--- src/rtl/pca_pkg.sv ---
// Package for the counter array timebase and interrupt block.
// Assumes a single 10 MHz system clock and a 32-bit Avalon-MM slave port.
`default_nettype none

package pca_pkg;

  // ---------------------------------------------------------------
  // Register map (word addresses, one word each)
  // ---------------------------------------------------------------
  localparam logic [3:0] ADDR_COUNT_LOW  = 4'h0;
  localparam logic [3:0] ADDR_COUNT_HIGH = 4'h1;
  localparam logic [3:0] ADDR_MODE       = 4'h2;
  localparam logic [3:0] ADDR_STATUS     = 4'h3;
  localparam logic [3:0] ADDR_ENABLE     = 4'h4;
  localparam logic [3:0] ADDR_CYCLE_LEN  = 4'h5;

  // ---------------------------------------------------------------
  // Mode register fields
  // ---------------------------------------------------------------
  localparam int MODE_IDLE_BIT  = 7;
  localparam int MODE_WDOG_BIT  = 6;
  localparam int MODE_TB_LSB    = 1;
  localparam int MODE_OVF_IRQ   = 0;
  localparam logic [7:0] MODE_RESET = 8'h40;

  // Status and enable layout: bit 0 main, bit 1 mid, bits 4:2 channels
  localparam int ST_MAIN  = 0;
  localparam int ST_MID   = 1;
  localparam int ST_CH0   = 2;
  localparam int NUM_CH   = 3;
  localparam int NUM_EV   = 5;

  // ---------------------------------------------------------------
  // Timebase codes and dividers
  // ---------------------------------------------------------------
  typedef enum logic [2:0] {
    TB_DIV12  = 3'h0,
    TB_DIV4   = 3'h1,
    TB_TIMER  = 3'h2,
    TB_EXTIN  = 3'h3,
    TB_SYSCLK = 3'h4,
    TB_OSC8   = 3'h5
  } timebase_e;

  localparam logic [3:0] DIV12_LAST = 4'hb;
  localparam logic [3:0] DIV4_LAST  = 4'h3;
  localparam logic [1:0] OSC8_BIT   = 2'h2;
  localparam logic [2:0] CLSEL_BASE = 3'h0;

  // ---------------------------------------------------------------
  // Bus transaction carrier
  // ---------------------------------------------------------------
  typedef struct packed {
    logic        read;
    logic        write;
    logic [3:0]  address;
    logic [31:0] writedata;
  } bus_req_s;

endpackage : pca_pkg

`default_nettype wire

--- src/rtl/pca_core.sv ---
// What this block does
// - 16-bit up-counter read as two bytes
// - Low-byte read snapshots high byte for next
// - Register reads never disturb counting
// - Three-bit field picks count timebase
// - Code 3 counts external falling edges
// - Code 5 counts synchronised oscillator over 8
// - Wrap to zero sets main overflow flag
// - Overflow enable raises request while flagged
// - Flag stays set until software clears
// - Idle control zero keeps counting in idle
// - Mid overflow from bit 7 to 14
// - Five event flags including three channels
// - Flags set regardless of enables
// - Request is any flag with enable
// - Reset enters watchdog mode, restricting access
// - Cycle length field picks mid bit
//
// Avalon-MM slave of the counter array, with interrupt tree.
// Assumes channel flags arrive as one-cycle pulses from channel logic.
`default_nettype none

module pca_core
  import pca_pkg::*;
(
  // Clock and reset
  input  wire logic         clk_sys,
  input  wire logic         reset,
  // Avalon-MM slave
  input  wire logic [3:0]   address,
  input  wire logic         read,
  input  wire logic         write,
  input  wire logic [31:0]  writedata,
  output logic [31:0]       readdata,
  output logic              waitrequest,
  // Count sources and processor state
  input  wire logic         timer_ovf,
  input  wire logic         ext_count_input,
  input  wire logic         ext_osc,
  input  wire logic         cpu_idle,
  // Channel interface
  input  wire logic [2:0]   channel_event,
  output logic [15:0]       count_value,
  output logic              watchdog_function,
  // Interrupt
  output logic              irq
);

  typedef struct packed {
    logic [15:0] count;
    logic [7:0]  snap;
    logic [7:0]  mode;
    logic [4:0]  status;
    logic [4:0]  enable;
    logic [2:0]  cycle_length_select;
    logic        ack;
    logic [31:0] rdata;
  } core_state_s;

  core_state_s st_r;
  core_state_s st_nxt;
  bus_req_s    req;
  logic        tick;
  logic        run;
  logic [16:0] count_inc;
  logic        mid_ovf;
  logic [4:0]  events;
  logic [4:0]  clear_mask;
  logic        take;
  logic        locked;

  // ---------------------------------------------------------------
  // Timebase
  // ---------------------------------------------------------------
  pca_tick_gen u_tick
  (
    .clk_sys         (clk_sys),
    .reset           (reset),
    .timebase_select (st_r.mode[MODE_TB_LSB +: 3]),
    .timer_ovf       (timer_ovf),
    .ext_count_input (ext_count_input),
    .ext_osc         (ext_osc),
    .tick            (tick)
  );

  // ---------------------------------------------------------------
  // Counter and events
  // ---------------------------------------------------------------
  // Idle only freezes the count when the idle control bit is set
  assign run = tick && !(cpu_idle && st_r.mode[MODE_IDLE_BIT]);
  assign count_inc = {1'b0, st_r.count} + 17'h00001;
  // Carry out of the selected bit: all ones below and at bit 7+sel
  always_comb
  begin
    mid_ovf = 1'b1;
    for (int b = 0; b < 16; b++)
      if (b <= 7 + int'(st_r.cycle_length_select))
        mid_ovf = mid_ovf & st_r.count[b];
    mid_ovf = mid_ovf & run;
  end
  assign events = {channel_event,
                   mid_ovf,
                   run && count_inc[16]};
  // Watchdog mode locks mode writes until it is turned off
  assign locked = st_r.mode[MODE_WDOG_BIT];

  // ---------------------------------------------------------------
  // Bus decode
  // ---------------------------------------------------------------
  assign req = '{read: read, write: write, address: address, writedata: writedata};
  assign take = (req.read || req.write) && !st_r.ack;
  assign waitrequest = (read || write) && !st_r.ack;
  assign clear_mask = (take && req.write && req.address == ADDR_STATUS)
                      ? req.writedata[NUM_EV-1:0] : 5'h00;

  // ---------------------------------------------------------------
  // Next state
  // ---------------------------------------------------------------
  always_comb
  begin
    st_nxt = st_r;
    st_nxt.ack = take;
    // Counting is independent of any read
    if (run)
      st_nxt.count = count_inc[15:0];
    // Write one clears; a same-cycle event wins
    st_nxt.status = (st_r.status & ~clear_mask) | events;
    if (take && req.read)
    begin
      st_nxt.rdata = 32'h0;
      case (req.address)
        ADDR_COUNT_LOW:
        begin
          st_nxt.rdata[7:0] = st_r.count[7:0];
          st_nxt.snap = st_r.count[15:8];
        end
        ADDR_COUNT_HIGH: st_nxt.rdata[7:0] = st_r.snap;
        ADDR_MODE:       st_nxt.rdata[7:0] = st_r.mode;
        ADDR_STATUS:     st_nxt.rdata[NUM_EV-1:0] = st_r.status;
        ADDR_ENABLE:     st_nxt.rdata[NUM_EV-1:0] = st_r.enable;
        ADDR_CYCLE_LEN:  st_nxt.rdata[2:0] = st_r.cycle_length_select;
        default:         st_nxt.rdata = 32'h0;
      endcase
    end
    if (take && req.write)
    begin
      case (req.address)
        ADDR_COUNT_LOW:
          if (!locked)
            st_nxt.count[7:0] = req.writedata[7:0];
        ADDR_COUNT_HIGH:
          if (!locked)
            st_nxt.count[15:8] = req.writedata[7:0];
        ADDR_MODE:
          // While locked only the watchdog bit itself may be cleared
          if (!locked)
            st_nxt.mode = req.writedata[7:0];
          else
            st_nxt.mode[MODE_WDOG_BIT] = req.writedata[MODE_WDOG_BIT];
        ADDR_ENABLE:    st_nxt.enable = req.writedata[NUM_EV-1:0];
        ADDR_CYCLE_LEN: st_nxt.cycle_length_select = req.writedata[2:0];
        default:        st_nxt.enable = st_r.enable;
      endcase
    end
  end

  // Registered state, synchronous reset to watchdog mode
  always_ff @(posedge clk_sys)
  begin
    if (reset)
    begin
      st_r <= '0;
      st_r.mode <= MODE_RESET;
    end
    else
      st_r <= st_nxt;
  end

  // ---------------------------------------------------------------
  // Outputs
  // ---------------------------------------------------------------
  assign readdata = st_r.rdata;
  assign count_value = st_r.count;
  assign watchdog_function = st_r.mode[MODE_WDOG_BIT];
  // Main overflow enable lives in the mode register, others in enable
  // The core still gates this with its own global switches
  assign irq = (st_r.status[ST_MAIN] && st_r.mode[MODE_OVF_IRQ])
             | (|(st_r.status[NUM_EV-1:ST_MID] & st_r.enable[NUM_EV-1:ST_MID]));
endmodule : pca_core

`default_nettype wire

--- src/rtl/pca_tick_gen.sv ---
// Timebase tick generator: picks one count enable pulse per cycle.
// Assumes raw pins (external count input, oscillator) are asynchronous.
`default_nettype none

module pca_tick_gen
  import pca_pkg::*;
(
  // Clock and reset
  input  wire logic       clk_sys,
  input  wire logic       reset,
  // Selection and sources
  input  wire logic [2:0] timebase_select,
  input  wire logic       timer_ovf,
  input  wire logic       ext_count_input,
  input  wire logic       ext_osc,
  // Result
  output logic            tick
);

  typedef struct packed {
    logic [3:0] div;
    logic [1:0] ext_sync;
    logic       ext_last;
    logic [2:0] osc_div;
    logic [1:0] osc_sync;
    logic       osc_last;
  } tick_state_s;

  tick_state_s st_r;
  tick_state_s st_nxt;
  logic        div_last;

  // ---------------------------------------------------------------
  // Next state
  // ---------------------------------------------------------------
  // Prescaler wraps at the length for the chosen division
  always_comb
  begin
    st_nxt = st_r;
    div_last = (timebase_select == TB_DIV12) ? (st_r.div == DIV12_LAST)
                                             : (st_r.div == DIV4_LAST);
    st_nxt.div = div_last ? 4'h0 : st_r.div + 4'h1;
    // Two flops before any edge logic reads the pin
    st_nxt.ext_sync = {st_r.ext_sync[0], ext_count_input};
    st_nxt.ext_last = st_r.ext_sync[1];
    // The divide by 8 runs in the system domain off a synchronised oscillator
    st_nxt.osc_sync = {st_r.osc_sync[0], ext_osc};
    st_nxt.osc_last = st_r.osc_sync[1];
    if (st_r.osc_sync[1] && !st_r.osc_last)
      st_nxt.osc_div = st_r.osc_div + 3'h1;
    tick = 1'b0;
    case (timebase_select)
      TB_DIV12:  tick = div_last;
      TB_DIV4:   tick = div_last;
      TB_TIMER:  tick = timer_ovf;
      TB_EXTIN:  tick = st_r.ext_last && !st_r.ext_sync[1];
      TB_SYSCLK: tick = 1'b1;
      TB_OSC8:   tick = st_r.osc_sync[1] && !st_r.osc_last
                        && (st_r.osc_div == {1'b1, OSC8_BIT});
      default:   tick = 1'b0;
    endcase
  end

  // Registered state, synchronous reset
  always_ff @(posedge clk_sys)
  begin
    if (reset)
      st_r <= '0;
    else
      st_r <= st_nxt;
  end

endmodule : pca_tick_gen

`default_nettype wire

--- config.mk ---
export PLATFORM = sky130hd
export DESIGN_NAME = pca_core
export DESIGN_NICKNAME = d
export VERILOG_FILES = /design/src/rtl/pca_pkg.sv /design/src/rtl/pca_core.sv /design/src/rtl/pca_tick_gen.sv
export SDC_FILE = /design/constraint.sdc
export NUM_CORES = 1
export LEC_CHECK = 0
export ABC_AREA = 1
export BUFFER_PORTS_ARGS = -buffer_cell sky130_fd_sc_hd__buf_2
export CORE_AREA = 4 4 91 93
export DETAILED_ROUTE_END_ITERATION = 10
export DIE_AREA = 0 0 95 97
export HOLD_SLACK_MARGIN = 0.02
export PLACE_DENSITY = 0.83
export SLEW_MARGIN = 20
export SYNTH_ARGS = -nofsm -noshare
export SYNTH_HDL_FRONTEND = slang
export SYNTH_SLANG_ARGS = --single-unit
--- constraint.sdc ---
create_clock -name clk_sys -period 1.6 [get_ports clk_sys]
set_input_delay 0.32 -clock clk_sys [delete_from_list [all_inputs] [get_ports clk_sys]]
set_output_delay 0.32 -clock clk_sys [all_outputs]
set_load 0.01 [all_outputs]
==> results.toml <==
[logic_synthesis]
synth_area_leaders = "dfxtp_1 34%, nand2_1 13%, buf_4 9.5%, inv_1 7.6%, a21oi_1 7.5%"
syn_area_um2 = 3940
synth_cells = 583
synth_top_cell_by_area = "dfxtp_1"
ys_types = 36
synth.top_cell.area_share_pct = 34.0
ys_ff_latch = 67
syn_avg_cell_area_um2 = 6.76
synth-seq-area-share_pct = 34.0
ys_warn_count = 0

[routing]
via_count = 3988
dr.pass1.iters = 5
drc = 0
wl_per_cell_um = 15.2
vias_per_cell = 5.32
drtAntennaViolNets = 0
drt_iter0_drc = 319
wl_mm = 11.4

[setup_path]
worstPathArrival_ps = 1880
path_class = "flop to flop"
crit_chain = "ha_4 -> inv_1 -> nor2_2 -> nand3_2 -> nand2_4 -> buf_12 -> nand3_4 -> nand2_2 -> nand3_1 -> nand2_1 -> inv_1"
end_kind = "flop"
rrSetupSlack_ps = -20
crit_fanout = 8
r2r_cells = 11
crit_path_top_delay_cell = "dfxtp_2"
critPathRequiredTime_ps = 1860
cpMostUsedCell = "inv_1"
r2r_end = "count_value[2]$_SDFF_PP0_"
crit_path_start_kind = "flop"
cpPeakStageDelay_ps = 360
reg2reg_from = "u_tick.st_r[10]$_SDFF_PP0_"

[floorplan]
dieArea_um2 = 9220
fp-row-count = 32
io-pin-count = 98
start_util_pct = 52.4
fp.dieH_um = 97
die_w_um = 95
core_um2 = 7530

[power]
leakagePower_nw = 2.25
powerDensity_nw_per_um2 = 714
p_total_w = 0.00329
max-vdd-ir-drop_v = 0.000327

[clock_tree]
cts.sinks = 67
clock_latency_ps = 360
postCtsHoldBufs = 0
h-tree-depth = 3
path_clk_slew_ps = 80
cts_tree = "built"
clockBufferDepth = 2
clockRootBuffer = "clkbuf_8"
cts_buffers = 9

[status]
violations = "negative setup slack"
status = "complete, but fails checks"

[placement]
io_buffer_count = 49
place_ws_ps = -24.4
dp_hpwl_mm = 7.87
gp_congestion = 0.990
placed_cell_area_um2 = 4160

[global_routing]
grt_max_degree = 28
grt.total_usage_pct = 23.4
antenna_found_initial = 0
grt_pass1_vias = 3565
grt_pass1_wl_mm = 17.0
gr-total-overflow = 0

[timing]
worst_slack_ps = -16.9
period_needed_ps = 1620
setup_viol = 2
finalClockSkew_ps = 4.02
max_freq_mhz = 618
fin_crit_sh_pct = 101
slew_viol_final = 0
hold_viol = 0
rsz0062_at_grt = "true"
fin_worst_hold_slack_ps = 172

[hold_path]
worstHoldStart = "ext_count_input"
hold_depth = 3
hold_path.class = "input pin to flop"
hold-path-endpoint = "u_tick.st_nxt[8]$_SDFF_PP0_"

[cells_and_area]
layout-drive-gt1-share_pct = 23.3
antenna_cells = 0
final_nets = 697
mostFrequentLayoutCell = "nand2_1"
stdcell_area_um2 = 4610
synthToLayoutAreaGrowth_pct = 16.9
final_cell_mix = "127 x nand2_1, 77 x inv_1, 59 x a21oi_1"
fill_cells = 696

[run]
drv_cap = 0
-- power by group --
part,leakage [nW],total [W],internal [W],switching (W)
Combinational,1.61,0.000273,0.0000894,0.000184
Clock,0.0924,0.00130,0.000603,0.000697
Sequential,0.547,0.00172,0.00170,0.0000179
-- cell families after synthesis --
family | share of synthesized area, %
AOI/OAI and AO/OA | 14.3
xor gates and xnor gates | 3.11
adders and majority gates | 2.22
buffers and inverters | 19.0
DFF | 34.0
other | 0.0951
and+or+nand+nor | 27.1
-- worst max-delay path, delay by kind of cell (launching register included) --
family,cells,cell delay [ps]
adders and majority gates,1,130
buffers and inverters,3,210
and+or+nand+nor,7,820
DFF,1,360
-- registers in the layout, summed over array words and instances (netlist names) --
name	flops
st_r	29
count_value	16
u_tick.st_r	9
readdata	8
u_tick.st_nxt	4
watchdog_function	1
-- synth_stat cells --
master / count
conb_1: 1
nand2_1: 135
o21bai_1: 1
buf_6: 1
nor3_1: 2
a21boi_4: 1
o21ai_0: 31
xor2_1: 12
buf_4: 50
buf_8: 1
ha_1: 7
nand4_1: 4
nor2_1: 49
o221ai_1: 1
clkbuf_1: 6
dfxtp_1: 67
inv_2: 4
nand2_2: 4
nor4_1: 1
o311ai_0: 1
xnor2_1: 2
a21oi_1: 59
o211ai_1: 1
nand3b_1: 2
nand3_4: 1
nor2_8: 1
nand3_2: 1
buf_2: 1
inv_4: 1
nor2_2: 4
nand2_4: 1
nor2_4: 3
inv_1: 80
nand3_1: 36
o22ai_1: 7
o21ai_1: 4
-- final cells by class --
| cell class | count | area [um^2] | share of cell area, % |
|---|---|---|---|
| Clock buffer | 10 | 138 | 2.99 |
| Multi-Input combinational cell | 397 | 2060 | 44.7 |
| Clock inverter | 6 | 40.0 | 0.869 |
| Timing Repair Buffer | 83 | 563 | 12.2 |
| Inverter | 85 | 324 | 7.04 |
| Tap cell | 102 | 128 | 2.77 |
| Sequential cell | 67 | 1350 | 29.4 |
-- per-layer routing --
layer | track usage [%] | up-vias | share of wire (%)
met5 | 0 | - | 0
met4 | 11.5 | 0 | 4.2
met3 | 4.82 | 51 | 9.5
met2 | 37.7 | 238 | 47
met1 | 29.2 | 1800 | 40
li1 | - | 1899 | -
-- metrics by stage --
stage / setup TNS [ps] / cells / utilization, %
after floorplan: 0 / 606 / -
after global placement: 0 / 723 / 55.3
after detailed placement: -168 / 723 / 55.3
after CTS: 0 / 741 / 58.0
after global routing: -1120 / 750 / 61.2
final: -24.6 / 750 / 61.2
-- worst max-delay path by stage --
stage                                           end                   startpoint
after floorplan           count_value[6]$_SDFF_PP0_  u_tick.st_r[3]$_SDFFE_PP0P_
after global placement        st_r[46]$_SDFFE_PP0P_                   address[2]
after detailed placement      st_r[46]$_SDFFE_PP0P_                        write
after CTS                 count_value[2]$_SDFF_PP0_    u_tick.st_r[9]$_SDFF_PP0_
after global routing      count_value[7]$_SDFF_PP0_   u_tick.st_r[10]$_SDFF_PP0_
final                     count_value[2]$_SDFF_PP0_   u_tick.st_r[10]$_SDFF_PP0_
-- repair_timing --
item	4_1_cts	5_1_grt
hold endpoints to repair	0	0
gates resized for setup	4	34
buffers inserted	1	8
gates cloned	1	1
pin swaps	3	17
endpoints found under the setup margin	18	23
(Power assumes the default switching activity.)
